**src/verilog/cer_pkg.sv**
```systemverilog
// constants for the controller enable and reset register block
// assumes a 10 MHz system clock and an apb master with 32-bit data
package cer_pkg;
  localparam int CLK_PERIOD_NS = 100;
  localparam int ENABLE_TIME_NS = 500;
  localparam int RESET_TIME_NS = 1000;
  localparam int ENABLE_CYC = (ENABLE_TIME_NS + CLK_PERIOD_NS - 1) / CLK_PERIOD_NS;
  localparam int RESET_CYC = (RESET_TIME_NS + CLK_PERIOD_NS - 1) / CLK_PERIOD_NS;
  localparam int CNT_W = 4;
  localparam int ADDR_W = 16;
  localparam logic [15:0] FEATURE_OFS = 16'h0000;
  localparam logic [15:0] CONFIG_OFS = 16'h0014;
  localparam logic [15:0] STATUS_OFS = 16'h001c;
  localparam logic [15:0] AQA_OFS = 16'h0024;
  localparam logic [15:0] ASQ_OFS = 16'h0028;
  localparam logic [15:0] ACQ_OFS = 16'h0030;
  localparam logic [15:0] FSET_OFS = 16'h0040;
  localparam logic [15:0] DOORBELL_OFS = 16'h1000;
  localparam int EN_BIT = 0;
  localparam int CSS_LSB = 4;
  localparam int CSS_MSB = 6;
  localparam int READY_BIT = 0;
  localparam int TIMEOUT_LSB = 0;
  localparam int TIMEOUT_MSB = 7;
  localparam int CSS_SUP_BIT = 8;
  localparam logic [2:0] CSS_BASIC = 3'h0;
  localparam logic [7:0] READY_WAIT_TIMEOUT = 8'h01;
  localparam logic [31:0] QREG_RST = 32'h0000_0000;
  localparam logic [31:0] FSET_RST = 32'h0000_0000;
  typedef enum logic [1:0] {
    ST_IDLE = 2'b00,
    ST_ENABLING = 2'b01,
    ST_READY = 2'b10,
    ST_RESET = 2'b11
  } cer_state_e;
endpackage

```
**src/verilog/cer_controller_enable_reset.sv**
```systemverilog
// configuration low field, status ready flag and controller reset sequencing
// assumes a command engine on sys_clk_in and an apb master on the same clock
//
// The APB interface to the registers and the register addresses are this design's own decisions.
`timescale 1ns/10ps
`default_nettype none
module cer_controller_enable_reset (
  // clock and reset
  input wire logic sys_clk_in,
  input wire logic reset_n_in,
  // apb slave
  input wire logic apb_psel_in,
  input wire logic apb_penable_in,
  input wire logic apb_pwrite_in,
  input wire logic [15:0] apb_paddr_in,
  input wire logic [31:0] apb_pwdata_in,
  output logic [31:0] apb_prdata_out,
  output logic apb_pready_out,
  output logic apb_pslverr_out,
  // command engine
  input wire logic cq_post_req_in,
  input wire logic flush_done_in,
  output logic engine_run_out,
  output logic [2:0] io_command_set_select_out,
  output logic queue_reset_out,
  output logic sq_tail_valid_out,
  output logic [15:0] sq_tail_out,
  output logic cq_post_out,
  output logic [31:0] feature_setting_out
);
  function automatic logic mapped(input logic [15:0] a);
    mapped = (a == cer_pkg::FEATURE_OFS) || (a == cer_pkg::CONFIG_OFS) ||
             (a == cer_pkg::STATUS_OFS) || (a == cer_pkg::AQA_OFS) ||
             (a == cer_pkg::ASQ_OFS) || (a == cer_pkg::ACQ_OFS) ||
             (a == cer_pkg::FSET_OFS) || (a == cer_pkg::DOORBELL_OFS);
  endfunction

  logic en_reg, en_next;
  logic [2:0] css_reg, css_next;
  logic [31:0] aqa_reg, aqa_next;
  logic [31:0] asq_reg, asq_next;
  logic [31:0] acq_reg, acq_next;
  logic [31:0] fset_reg, fset_next;
  logic ready_reg, ready_next;
  logic qrst_reg, qrst_next;
  logic [cer_pkg::CNT_W-1:0] cnt_reg, cnt_next;
  cer_pkg::cer_state_e state_reg, state_next;
  logic [31:0] rdata_reg, rdata_next;
  logic err_reg, err_next;
  logic tail_vld_reg, tail_vld_next;
  logic [15:0] tail_reg, tail_next;
  logic setup, wr, ctrl_rst;

  // zero wait states: data and error are prepared in the setup cycle
  assign apb_pready_out = 1'b1;
  assign setup = apb_psel_in && !apb_penable_in;
  assign wr = apb_psel_in && apb_penable_in && apb_pwrite_in;
  assign ctrl_rst = (state_next == cer_pkg::ST_RESET) && (state_reg != cer_pkg::ST_RESET);

  // configuration group
  always_comb begin
    en_next = en_reg;
    css_next = css_reg;
    aqa_next = aqa_reg;
    asq_next = asq_reg;
    acq_next = acq_reg;
    fset_next = fset_reg;
    if (wr && apb_paddr_in == cer_pkg::CONFIG_OFS) begin
      en_next = apb_pwdata_in[cer_pkg::EN_BIT];
      // a select change while running would split the io queues across sets
      if (!en_reg) begin
        css_next = apb_pwdata_in[cer_pkg::CSS_MSB:cer_pkg::CSS_LSB];
      end
    end
    // admin queue registers are frozen while running and untouched by controller reset
    if (wr && !en_reg) begin
      if (apb_paddr_in == cer_pkg::AQA_OFS) begin
        aqa_next = apb_pwdata_in;
      end
      if (apb_paddr_in == cer_pkg::ASQ_OFS) begin
        asq_next = apb_pwdata_in;
      end
      if (apb_paddr_in == cer_pkg::ACQ_OFS) begin
        acq_next = apb_pwdata_in;
      end
    end
    if (wr && apb_paddr_in == cer_pkg::FSET_OFS) begin
      fset_next = apb_pwdata_in;
    end
    if (ctrl_rst) begin
      fset_next = cer_pkg::FSET_RST;
    end
  end

  always_ff @(posedge sys_clk_in or negedge reset_n_in) begin
    if (!reset_n_in) begin
      en_reg <= 1'b0;
      css_reg <= cer_pkg::CSS_BASIC;
      aqa_reg <= cer_pkg::QREG_RST;
      asq_reg <= cer_pkg::QREG_RST;
      acq_reg <= cer_pkg::QREG_RST;
      fset_reg <= cer_pkg::FSET_RST;
    end else begin
      en_reg <= en_next;
      css_reg <= css_next;
      aqa_reg <= aqa_next;
      asq_reg <= asq_next;
      acq_reg <= acq_next;
      fset_reg <= fset_next;
    end
  end

  // enable and reset sequencer
  always_comb begin
    state_next = state_reg;
    cnt_next = cnt_reg;
    ready_next = ready_reg;
    case (state_reg)
      cer_pkg::ST_IDLE: begin
        if (en_reg) begin
          state_next = cer_pkg::ST_ENABLING;
          cnt_next = cer_pkg::CNT_W'(cer_pkg::ENABLE_CYC - 1);
        end
      end
      cer_pkg::ST_ENABLING: begin
        if (!en_reg) begin
          state_next = cer_pkg::ST_RESET;
          cnt_next = cer_pkg::CNT_W'(cer_pkg::RESET_CYC - 1);
        end else if (cnt_reg == '0) begin
          state_next = cer_pkg::ST_READY;
          ready_next = 1'b1;
        end else begin
          cnt_next = cnt_reg - 1'b1;
        end
      end
      cer_pkg::ST_READY: begin
        if (!en_reg) begin
          state_next = cer_pkg::ST_RESET;
          cnt_next = cer_pkg::CNT_W'(cer_pkg::RESET_CYC - 1);
        end
      end
      cer_pkg::ST_RESET: begin
        // ready holds until the engine has flushed posted data
        if (cnt_reg != '0) begin
          cnt_next = cnt_reg - 1'b1;
        end else if (flush_done_in) begin
          state_next = cer_pkg::ST_IDLE;
          ready_next = 1'b0;
        end
      end
      default: begin
        state_next = cer_pkg::ST_IDLE;
        ready_next = 1'b0;
      end
    endcase
  end

  always_ff @(posedge sys_clk_in or negedge reset_n_in) begin
    if (!reset_n_in) begin
      state_reg <= cer_pkg::ST_IDLE;
      cnt_reg <= '0;
      ready_reg <= 1'b0;
    end else begin
      state_reg <= state_next;
      cnt_reg <= cnt_next;
      ready_reg <= ready_next;
    end
  end

  // bus read path and engine strobes
  always_comb begin
    rdata_next = rdata_reg;
    err_next = err_reg;
    qrst_next = ctrl_rst;
    tail_vld_next = 1'b0;
    tail_next = tail_reg;
    if (setup) begin
      err_next = !mapped(apb_paddr_in);
      rdata_next = 32'h0000_0000;
      case (apb_paddr_in)
        cer_pkg::FEATURE_OFS: begin
          rdata_next[cer_pkg::TIMEOUT_MSB:cer_pkg::TIMEOUT_LSB] = cer_pkg::READY_WAIT_TIMEOUT;
          rdata_next[cer_pkg::CSS_SUP_BIT] = 1'b1;
        end
        cer_pkg::CONFIG_OFS: begin
          // bits 3:1 stay zero
          rdata_next[cer_pkg::CSS_MSB:cer_pkg::CSS_LSB] = css_reg;
          rdata_next[cer_pkg::EN_BIT] = en_reg;
        end
        cer_pkg::STATUS_OFS: rdata_next[cer_pkg::READY_BIT] = ready_reg;
        cer_pkg::AQA_OFS: rdata_next = aqa_reg;
        cer_pkg::ASQ_OFS: rdata_next = asq_reg;
        cer_pkg::ACQ_OFS: rdata_next = acq_reg;
        cer_pkg::FSET_OFS: rdata_next = fset_reg;
        default: rdata_next = 32'h0000_0000;
      endcase
    end
    // doorbells are honoured only once ready and still enabled
    if (wr && apb_paddr_in == cer_pkg::DOORBELL_OFS && state_reg == cer_pkg::ST_READY && en_reg) begin
      tail_vld_next = 1'b1;
      tail_next = apb_pwdata_in[15:0];
    end
  end

  always_ff @(posedge sys_clk_in or negedge reset_n_in) begin
    if (!reset_n_in) begin
      rdata_reg <= 32'h0000_0000;
      err_reg <= 1'b0;
      qrst_reg <= 1'b0;
      tail_vld_reg <= 1'b0;
      tail_reg <= 16'h0000;
    end else begin
      rdata_reg <= rdata_next;
      err_reg <= err_next;
      qrst_reg <= qrst_next;
      tail_vld_reg <= tail_vld_next;
      tail_reg <= tail_next;
    end
  end

  assign apb_prdata_out = rdata_reg;
  assign apb_pslverr_out = err_reg && apb_psel_in && apb_penable_in;
  assign engine_run_out = en_reg && state_reg == cer_pkg::ST_READY;
  assign cq_post_out = cq_post_req_in && engine_run_out;
  assign io_command_set_select_out = css_reg;
  assign queue_reset_out = qrst_reg;
  assign sq_tail_valid_out = tail_vld_reg;
  assign sq_tail_out = tail_reg;
  assign feature_setting_out = fset_reg;

  css_frozen_a: assert property (@(posedge sys_clk_in) disable iff (!reset_n_in)
    $changed(css_reg) |-> !$past(en_reg))
    else $error("command set select changed while enabled");

  css_stable_a: assert property (@(posedge sys_clk_in) disable iff (!reset_n_in)
    engine_run_out ##1 engine_run_out |-> $stable(io_command_set_select_out))
    else $error("command set changed while running");

  doorbell_gate_a: assert property (@(posedge sys_clk_in) disable iff (!reset_n_in)
    sq_tail_valid_out |-> $past(state_reg == cer_pkg::ST_READY && en_reg))
    else $error("doorbell taken while not ready");

  no_post_a: assert property (@(posedge sys_clk_in) disable iff (!reset_n_in)
    !en_reg |-> !cq_post_out && !engine_run_out && !sq_tail_valid_out)
    else $error("activity while run bit clear");

  queue_reset_a: assert property (@(posedge sys_clk_in) disable iff (!reset_n_in)
    $fell(en_reg) && state_reg == cer_pkg::ST_READY |=> queue_reset_out ##1 !queue_reset_out)
    else $error("controller reset pulse missing");

  admin_keep_a: assert property (@(posedge sys_clk_in) disable iff (!reset_n_in)
    queue_reset_out |-> $stable(aqa_reg) && $stable(asq_reg) && $stable(acq_reg))
    else $error("admin queue registers changed by reset");

  feature_dflt_a: assert property (@(posedge sys_clk_in) disable iff (!reset_n_in)
    queue_reset_out |-> feature_setting_out == cer_pkg::FSET_RST)
    else $error("feature setting not restored");

  flush_wait_a: assert property (@(posedge sys_clk_in) disable iff (!reset_n_in)
    state_reg == cer_pkg::ST_RESET && ready_reg && !flush_done_in |=> ready_reg)
    else $error("ready dropped before flush");

  ready_drop_a: assert property (@(posedge sys_clk_in) disable iff (!reset_n_in)
    $fell(ready_reg) |-> state_reg == cer_pkg::ST_IDLE && $past(flush_done_in))
    else $error("ready dropped early");

  ready_rise_a: assert property (@(posedge sys_clk_in) disable iff (!reset_n_in)
    state_reg == cer_pkg::ST_ENABLING && cnt_reg == '0 && en_reg |=> ready_reg && engine_run_out)
    else $error("ready not raised when enabled");

  status_bit_a: assert property (@(posedge sys_clk_in) disable iff (!reset_n_in)
    setup && apb_paddr_in == cer_pkg::STATUS_OFS |=> apb_prdata_out[0] == $past(ready_reg))
    else $error("status ready bit wrong");

  rsvd_zero_a: assert property (@(posedge sys_clk_in) disable iff (!reset_n_in)
    setup && apb_paddr_in == cer_pkg::CONFIG_OFS |=> apb_prdata_out[3:1] == 3'h0)
    else $error("reserved config bits not zero");

  reset_low_a: assert property (@(posedge sys_clk_in) disable iff (!reset_n_in)
    state_reg == cer_pkg::ST_RESET && !ready_reg |=> !ready_reg)
    else $error("ready rose during controller reset");

  en_set_a: assert property (@(posedge sys_clk_in) disable iff (!reset_n_in)
    wr && apb_paddr_in == cer_pkg::CONFIG_OFS && apb_pwdata_in[cer_pkg::EN_BIT] |=> en_reg)
    else $error("run bit not set by write");

  en_clear_a: assert property (@(posedge sys_clk_in) disable iff (!reset_n_in)
    wr && apb_paddr_in == cer_pkg::CONFIG_OFS && !apb_pwdata_in[cer_pkg::EN_BIT] |=> !en_reg)
    else $error("run bit not cleared by write");

  enable_start_a: assert property (@(posedge sys_clk_in) disable iff (!reset_n_in)
    state_reg == cer_pkg::ST_IDLE && en_reg |=> state_reg == cer_pkg::ST_ENABLING && !ready_reg)
    else $error("enable sequence not started");

  enabling_count_a: assert property (@(posedge sys_clk_in) disable iff (!reset_n_in)
    state_reg == cer_pkg::ST_ENABLING && cnt_reg != '0 && en_reg |=> state_reg == cer_pkg::ST_ENABLING && !ready_reg)
    else $error("ready raised before enable delay");

  enabling_low_a: assert property (@(posedge sys_clk_in) disable iff (!reset_n_in)
    state_reg == cer_pkg::ST_ENABLING |-> !ready_reg)
    else $error("ready high while enabling");

  ready_state_a: assert property (@(posedge sys_clk_in) disable iff (!reset_n_in)
    state_reg == cer_pkg::ST_READY |-> ready_reg)
    else $error("ready low while running");

  idle_low_a: assert property (@(posedge sys_clk_in) disable iff (!reset_n_in)
    state_reg == cer_pkg::ST_IDLE |-> !ready_reg)
    else $error("ready high while idle");

  qrst_pulse_a: assert property (@(posedge sys_clk_in) disable iff (!reset_n_in)
    queue_reset_out |-> state_reg == cer_pkg::ST_RESET ##1 !queue_reset_out)
    else $error("queue reset not a single pulse");

  reset_min_a: assert property (@(posedge sys_clk_in) disable iff (!reset_n_in)
    state_reg == cer_pkg::ST_RESET && cnt_reg != '0 |=> state_reg == cer_pkg::ST_RESET)
    else $error("controller reset cut short");

  flush_hold_a: assert property (@(posedge sys_clk_in) disable iff (!reset_n_in)
    state_reg == cer_pkg::ST_RESET && !flush_done_in |=> state_reg == cer_pkg::ST_RESET)
    else $error("controller reset left before flush");

  reset_exit_a: assert property (@(posedge sys_clk_in) disable iff (!reset_n_in)
    state_reg == cer_pkg::ST_RESET && cnt_reg == '0 && flush_done_in |=> state_reg == cer_pkg::ST_IDLE)
    else $error("controller reset did not end");

  run_gate_a: assert property (@(posedge sys_clk_in) disable iff (!reset_n_in)
    state_reg != cer_pkg::ST_READY |-> !engine_run_out)
    else $error("engine running while not ready");

  post_gate_a: assert property (@(posedge sys_clk_in) disable iff (!reset_n_in)
    !engine_run_out |-> !cq_post_out)
    else $error("completion posted while stopped");

  doorbell_take_a: assert property (@(posedge sys_clk_in) disable iff (!reset_n_in)
    wr && apb_paddr_in == cer_pkg::DOORBELL_OFS && engine_run_out |=> sq_tail_valid_out)
    else $error("doorbell lost while running");

  admin_lock_a: assert property (@(posedge sys_clk_in) disable iff (!reset_n_in)
    en_reg |=> $stable(aqa_reg) && $stable(asq_reg) && $stable(acq_reg))
    else $error("admin queue registers changed while enabled");

  fset_write_a: assert property (@(posedge sys_clk_in) disable iff (!reset_n_in)
    wr && apb_paddr_in == cer_pkg::FSET_OFS && !ctrl_rst |=> feature_setting_out == $past(apb_pwdata_in))
    else $error("feature setting write lost");

  config_read_a: assert property (@(posedge sys_clk_in) disable iff (!reset_n_in)
    setup && apb_paddr_in == cer_pkg::CONFIG_OFS |=>
    apb_prdata_out[cer_pkg::CSS_MSB:cer_pkg::CSS_LSB] == $past(css_reg))
    else $error("select field read wrong");
endmodule // cer_controller_enable_reset
`default_nettype wire

```
**config.mk**
```make
export PLATFORM = sky130hd
export DESIGN_NAME = cer_controller_enable_reset
export DESIGN_NICKNAME = d
export VERILOG_FILES = /design/src/verilog/cer_pkg.sv /design/src/verilog/cer_controller_enable_reset.sv
export SDC_FILE = /design/constraint.sdc
export NUM_CORES = 1
export LEC_CHECK = 0
export BUFFER_PORTS_ARGS = -buffer_cell sky130_fd_sc_hd__buf_2
export CAP_MARGIN = 5
export CORE_MARGIN = 2
export CORE_UTILIZATION = 55
export CTS_CLUSTER_DIAMETER = 200
export CTS_CLUSTER_SIZE = 25
export DETAILED_ROUTE_END_ITERATION = 16
export PLACE_DENSITY = 0.76
export SETUP_SLACK_MARGIN = 0.5
export SLEW_MARGIN = 5
export SYNTH_ARGS = -nofsm -noshare
export SYNTH_HDL_FRONTEND = slang
export SYNTH_SLANG_ARGS = --single-unit
```
**constraint.sdc**
```tcl
create_clock -name sys_clk_in -period 3.1 [get_ports sys_clk_in]
set_input_delay 0.465 -clock sys_clk_in [delete_from_list [all_inputs] [get_ports sys_clk_in]]
set_output_delay 0.465 -clock sys_clk_in [all_outputs]
set_load 0.01 [all_outputs]
```
# Word-level counts from Yosys, hierarchy flattened
# Index checks and enable logic that the tools add are counted.
classes:
  add_sub_neg: 1
  mul: 0
  div: 0
  n_lt_le_gt_ge: 0
  eq_ne: 20
  n_shift: 0
  muxes: 26
  bitwise: 1
  n_reduce_logical: 36
ops:
  columns: ["operator", "count"]
  rows:
  - ["one-hot mux 23 bit (4 select lines)", 1]
  - ["two-way mux 32 bit", 2]
  - ["== test 16 x 6 -> 1 bit (second input constant)", 3]
  - ["== test 16 x 5 -> 1 bit (second input constant)", 2]
  - ["two-way mux 4 bit", 5]
  - ["== test 16 x 13 -> 1 bit (second input constant)", 1]
  - ["== test 16 x 7 -> 1 bit (second input constant)", 1]
  - ["logical NOT 16 bit", 1]
  - ["!= test 2 bit (second input constant)", 8]
  - ["one-hot mux 4 bit (4 select lines)", 1]
  - ["one-hot mux 3 bit (5 select lines)", 1]
  - ["logical AND 1 bit", 14]
  - ["two-way mux 2 bit", 6]
  - ["one-hot mux 3 bit (4 select lines)", 1]
  - ["one-hot mux 2 bit (5 select lines)", 1]
  - ["one-hot mux 2 bit (4 select lines)", 1]
  - ["AND reduction 2 bit", 4]
  - ["logical OR 1 bit", 7]
  - ["one-hot mux 1 bit (7 select lines)", 1]
  - ["== test 2 bit (second input constant)", 3]
  - ["two-way mux 1 bit", 5]
  - ["AND reduction 5 bit", 1]
  - ["logical NOT 4 bit", 1]
  - ["AND reduction 4 bit", 1]
  - ["9 further kinds", 12]
totals:
  reg_bits: 190
  latchBits: 0
  mem_bits_rw: 0
  romBits: 0
  inputBits: 55
  out_inout_bits: 89
  elab_cells: 98
  memories: 0

# Depth between registers and ports, before layout
# Gate-level depths: netlist (run 1).
depth:
  depth_word: 9
  mapped_depth: 9
  depth_no_buf: 6

# Worst setup path after synthesis (run 1)
# No wires, ideal clock.
synth_timing:
  path_type: "input-to-reg"
  startpoint: "in apb_paddr_in[4]"
  endpoint: "reg fset_reg[4] (netlist: feature_setting_out[4])"
  setup_ns: 0.136
  t_arrival_ns: 2.066
  path_slack_ns: 0.898
  path_stages: 9
  n_path_buf: 4
  cell_sequence: "buf_2 > nor4_4 > and3b_1 > clkbuf_1 > or3b_1 > clkbuf_1 > buf_2 > nand2_1 > a21oi_1"
synth_via:
  elab_chain_len: 3
synth_rtl:
  columns: ["item", "line_no", "rtl"]
  rows:
  - ["start: declaration", "cer_controller_enable_reset.sv:15", "input wire logic [15:0] apb_paddr_in,"]
  - ["== test 16 x 7 -> 1 bit", "cer_controller_enable_reset.sv:87", "if (wr && apb_paddr_in == cer_pkg::FSET_OFS) begin"]
  - ["logical AND 1 bit", "cer_controller_enable_reset.sv:87", null]
  - ["nonzero test 2 bit (no source line)", null, null]
  - ["end signal: assignment", "cer_controller_enable_reset.sv:102", "fset_reg <= cer_pkg::FSET_RST;"]
  - ["end signal: assignment", "cer_controller_enable_reset.sv:109", "fset_reg <= fset_next;"]
  - ["end: declaration", "cer_controller_enable_reset.sv:43", "logic [31:0] fset_reg, fset_next;"]
# Every way passes these cells.
# A chain may end at the register's enable or synchronous reset.

# Worst setup path in the final report (run 1)
layout_timing:
  startpoint: "in apb_paddr_in[1]"
  endpoint: "reg css_reg[2] (netlist: io_command_set_select_out[2])"
layout_via:
  elab_chain_len: 3
layout_rtl:
  columns: ["item", "line_no", "rtl"]
  rows:
  - ["== test 16 x 5 -> 1 bit", "cer_controller_enable_reset.sv:68", "if (wr && apb_paddr_in == cer_pkg::CONFIG_OFS) begin"]
  - ["logical AND 1 bit", "cer_controller_enable_reset.sv:68", null]
  - ["AND reduction 2 bit (no source line)", null, null]
  - ["end signal: assignment", "cer_controller_enable_reset.sv:98", "css_reg <= cer_pkg::CSS_BASIC;"]
  - ["end signal: assignment", "cer_controller_enable_reset.sv:105", "css_reg <= css_next;"]
  - ["end: declaration", "cer_controller_enable_reset.sv:39", "logic [2:0] css_reg, css_next;"]
# Every way passes these cells.

==> results.tsv, run 1 <==
metric	value	unit
outcome	finished, violations left	
violations	hold timing	
cp.depth	6	
ys_ff_latch	190	
cts_buffers	17	
clockBufferDepth	2	
hpwl	13.8	mm
cpPeakStageDelay	0.51	ns
cts_sinks	190	
worst_pin_slew	0.911	ns
path_cells	buf_2 -> nor4_4 -> nand4_2 -> nor4b_2 -> and2_1 -> mux2_2	
cp.arrival	2.53	ns
grt_setup_unrepaired	no	
cts_resized	0	
synthFlopType	dfrtp_1	
area_growth	18.2	%
post-route-period-util	71.5	%
die-area	16100	um^2
dr_total_vias	6236	
cts_htree_levels	4	
hold_buffers	0	
track_usage	26.9	%
clock.fmax	451	MHz
grt_pass1_wl	33.6	mm
gp_congestion	0.831	
ant_nets	0	
grt_pass1_vias	6355	
fin_tns_setup	0	ns
cts_tree	done	
worstPathMaxFanout	10	
vias_per_cell	6.08	
start_util	56.7	%
p_per_area	515	nW/um^2
core-area	14600	um^2
finClkSkew	0.0124	ns
synth_commonest_cells	dfrtp_1, nand2_1, mux2_2	
seq_area_frac_synth	57.3	%
crit_family	simple AND/OR/NAND/NOR gates	
initialDrtViolationCount	627	
path_class	in -> reg	
crit_buf_inv	1	
cts.clk_slew.worst_paths	0.07	ns
whs	-0.00140	ns
drt-total-wl	21.1	mm
hold_path_class	in -> async	
drc	0	
netlist_top_cells_area	dfrtp_1, mux2_2, nand2_1	
synth_cells	698	
crit_slowest_cell	nor4b_2	
layout-drive-gt1-share	38.1	%
hold_violations	2	
synth.cell_area	8300	um^2
p_leak	0.00513	uW
setup_viol	0	
portBuffers	142	
yosysWarningCount	0	
postCtsSetupBuffers	0	
fillers	1104	
diodes	0	
synth.largest_area_cell	dfrtp_1	
final_area	9800	um^2
synth_area_per_cell	11.9	um^2
num_rows	44	
final_core_util	67.0	%
rrSetupSlack	1.19	ns
synth-edff-count	0	
max_slew_margin	39.1	%
syn_nets	755	
final.min_clock_period	2.22	ns
synth_cell_types	52	
wl_per_cell	20.6	um
die_y	127	um
synth_top_area_share	57.3	%
clk_root_buffer_cell	clkbuf_16	
cp-start-kind	input pin	
cp.required	3.41	ns
placed_area	9240	um^2
r2r-start	state_reg[0]	
gr-total-overflow	0	
worst_r2r_endpoint	feature_setting_out[22]	
synth_most_common_cell	dfrtp_1	
die_w	127	um
clock_latency	0.43	ns
ys_async_sr_fraction	100	%
p_total	5050	uW
slew_violations	0	
ios	144	
grt_max_degree	94	
r2r_cells	3	
endpoint_kind	flop	
final_nets	886	
ir_worst_vdd	439	uV
antenna_found_initial	0	
maxCapViolations	0	
firstDrtPassIters	8	
-- logic make-up (layout without fill, tap and decap cells) --
family                   count (synthesis)  after routing  share of synthesized area (%)
AO/OA/AOI/OAI                          133            133                           11.8
XOR/XNOR                                 3              3                          0.317
adder cells (fa/ha/maj)                  5              5                          0.663
buffers and inverters                   59            203                           3.09
flip-flops                             190            190                           57.3
multiplexers                           117            117                           15.9
other                                    1              1                         0.0452
AND/OR/NAND/NOR                        190            190                           10.9
-- worst register-to-register path, delay by kind of cell (launching register included) --
| kind | cells | cell delay, ns |
|---|---|---|
| AOI/OAI and AO/OA | 1 | 0.11 |
| DFF | 1 | 0.70 |
| and+or+nand+nor | 1 | 0.72 |
| xor gates and xnor gates | 1 | 0.21 |
-- metrics by stage --
stage	cells	hold slack [ns]	setup WS, ns
2_1_floorplan	698	0.169	0.898
3_3_place_gp	994	0.462	0.563
3_5_place_dp	994	0.471	0.449
4_1_cts	1026	0.0116	0.886
5_1_grt	1026	0.0200	0.773
6_report	1026	-0.00140	0.883
-- worst max path at each step --
| stage | to | slack [ns] | start |
|---|---|---|---|
| floorplan | feature_setting_out[4] | 0.90 | apb_paddr_in[4] |
| finish | io_command_set_select_out[2] | 0.88 | apb_paddr_in[1] |
| global placement | io_command_set_select_out[1] | 0.56 | apb_paddr_in[1] |
| detailed placement | io_command_set_select_out[2] | 0.45 | apb_paddr_in[1] |
| CTS | io_command_set_select_out[2] | 0.89 | apb_paddr_in[1] |
| global route | feature_setting_out[4] | 0.77 | apb_paddr_in[1] |
-- layout make-up --
class	count	area (um^2)	share of cell area, %
multi-input combinational	449	3300	33.7
sequential	190	4750	48.5
inverter	6	22.5	0.230
timing repair buffer	165	930	9.48
tap	184	230	2.35
clock buffer	20	467	4.76
clock inverter	12	97.6	0.995
-- cells in the final DEF (no fill, tap or decap), drive strengths merged, types with 5 or more instances in the layout --
cell type  Yosys  layout
dfrtp        190     190
buf           28     164
nand2        131     131
mux2         116     116
a21oi         44      44
a22o          28      28
a222oi        27      27
clkbuf        25      21
nor2          19      19
inv            6      12
a22oi         11      11
a31oi          6       6
nand4          5       5
nor4b          5       5
-- where the power goes --
| group | internal (uW) | total [uW] | switching (uW) | leakage (uW) |
|---|---|---|---|---|
| Combinational | 135 | 398 | 263 | 0.00223 |
| Clock | 1110 | 2070 | 965 | 0.000276 |
| Sequential | 2530 | 2580 | 56.0 | 0.00262 |
| Total | 3770 | 5050 | 1280 | 0.00513 |
-- metal layers --
metal	wire length [um]	up-vias	GRT usage, %
met3	1360	41	6.96
met1	9180	3170	36.0
met2	10100	249	43.1
met4	432	0	9.18
met5	0	-	0
li1	-	2776	-
Note: power is estimated with default switching activity, not from simulation.
==> run 2, diff against run 1 <==
- CORE_UTILIZATION: 55 -> 51
- PLACE_DENSITY: 0.76 -> 0.74
- clock period: 3.1 -> 2 ns (I/O delays scaled with it)
==> results.tsv, run 2 (same netlist as run 1, synthesis figures left out) <==
metric	value	unit	change
r2r_cells	6		+3
outcome	finished, final reports clean		
swShare	24.7	%	-0.67 points
cts_buffers	17		unchanged
hpwl	14.7	mm	+5.9%
clk_root_buffer_cell	clkbuf_16		
cts_sinks	190		unchanged
grt_pass1_wl	36.7	mm	+9.2%
start_util	52.2	%	-4.4 points
clock.fmax	609	MHz	
drc	0		unchanged
ir_worst_vdd	620	uV	+41%
setup_viol	0		unchanged
finClkSkew	0.00694	ns	-0.00548 ns
endpoint_kind	flop		
dr_total_vias	6804		+9.1%
grt_pass1_vias	6771		+6.5%
max_slew_margin	56.9	%	+18 points
portBuffers	142		unchanged
final.min_clock_period	1.64	ns	
p_clk_share	43.3	%	+2.3 points
clock_latency	0.43	ns	about the same
layout-drive-gt1-share	51.5	%	+13 points
cts_htree_levels	4		unchanged
die-area	17300	um^2	+7.6%
wl_per_cell	23.6	um	+15%
seqPwrFrac	46.7	%	-4.4 points
layout_common_cells	dfrtp_1, buf_2, mux2_2		
layout.cells.most_common	dfrtp_1		
clockBufferDepth	2		unchanged
fin_cells	1113		+8.5%
num_rows	46		+4.5%
final_nets	941		+6.2%
comb_power_share	10.0	%	+2.1 points
area_growth	35.2	%	
p_leak	0.00568	uW	+11%
worstPathMaxFanout	6		-4
worstHoldPathCells	3		
vias_per_cell	6.11		+0.58%
drt-total-wl	26.3	mm	+25%
p_int	6410	uW	+70%
diodes	0		unchanged
dp.cells	1045		+5.1%
ant_nets	0		unchanged
pre_cts_ws	0.0243	ns	-0.425 ns
track_usage	26.9	%	about the same
cp-start-kind	input pin		
cts.clk_slew.worst_paths	0.07	ns	about the same
slew_violations	0		unchanged
area.sequential	4760	um^2	about the same
p_per_area	759	nW/um^2	+47%
gp_congestion	0.829		-0.34%
grt_setup_unrepaired	yes		
final_core_util	70.6	%	+3.7 points
p_sw	2110	uW	+64%
antenna_found_initial	0		unchanged
core-area	15900	um^2	+8.5%
fillers	1072		-2.9%
cp.required	2.36	ns	-1.05 ns
gr-total-overflow	0		unchanged
hold_path_class	in -> reg		
cts_tree	done		
post-route-period-util	82.1	%	
multi_input_area	3810	um^2	+15%
hold_violations	0		-2
grt_max_degree	75		-20%
path_class	in -> reg		
ios	144		unchanged
maxCapViolations	0		unchanged
cp.arrival	2.00	ns	-0.53 ns
initialDrtViolationCount	784		+25%
fin_tns_setup	0	ns	unchanged
die_w	132	um	+3.7%
worst_pin_slew	0.646	ns	-0.265 ns
p_total	8520	uW	+69%
die_y	132	um	+3.7%
fin_ws	0.359	ns	-0.524 ns
firstDrtPassIters	8		unchanged
## run 2: cell types whose count changed in the layout (fill, tap and decap cells not counted), sizes merged
cell	previous run	this run
buf	164	208
bufinv	0	4
clkbuf	21	31
clkinv	4	5
clkinvlp	2	1
dlygate4sd3	0	1
inv	12	8
## run 2: path summary, 6_finish.rpt
| kind | start | to | slack [ns] |
|---|---|---|---|
| max | apb_paddr_in[0] | feature_setting_out[1] | 0.36 |
| min reg2reg | apb_prdata_out[29] | apb_prdata_out[29] | 0.50 |
| max reg2reg | en_reg | acq_reg[15] | 0.36 |
| min | apb_pwdata_in[20] | feature_setting_out[20] | 0.13 |
| min in group asynchronous | reset_n_in | cnt_reg[3] | 0.46 |
| max in group asynchronous | reset_n_in | acq_reg[15] | 0.87 |
## run 2: layout make-up
class / instances / share of cell area [%]
Clock inverter: 12 / 1.62
Clock buffer: 20 / 4.07
Tap cell: 216 / 2.41
Timing Repair Buffer: 220 / 15.4
Inverter: 6 / 0.234
Multi-Input combinational cell: 449 / 33.9
Sequential cell: 190 / 42.4
## run 2: repair_timing
action                                  in CTS  in global routing
pin swaps                                    8                 54
gates cloned                                 0                 13
endpoints found under the setup margin     149                156
resized for setup                           18                144
setup buffers                                7                 15
endpoints found under the hold margin       67                  0
hold buffers                                 1                  0
## run 2: worst max-delay path, cell delays in order
cell       delay, ns
buf_8           0.10
nor4_4          0.33
nand4_4         0.23
buf_6           0.19
nor3b_4         0.25
buf_6           0.18
clkbuf_16       0.17
nand2_1         0.08
a21oi_2         0.16
## run 2: power by group through the flow
stage	Combinational [uW]	Sequential, uW	Clock [uW]
detailed placement	717	4050	0
global placement	679	4050	0
floorplan	369	4050	0
global route	924	3990	3890
finish	855	3980	3690
CTS	743	3980	3690
## run 2: through the flow
stage / instance area [um^2] / hold WS (ns)
after global routing: 11200 / 0.127
after floorplan: 8520 / 0.00441
after detailed placement: 9550 / 0.364
after global placement: 9550 / 0.357
after CTS: 10300 / 0.122
final: 11200 / 0.130
## run 2: routing by layer
metal	vias up	track usage, %	part of all wire [%]
met5	-	0	0
met4	0	9.36	3.1
met3	56	5.48	7.8
met2	347	44.2	50
met1	3500	35.7	40
li1	2901	-	-
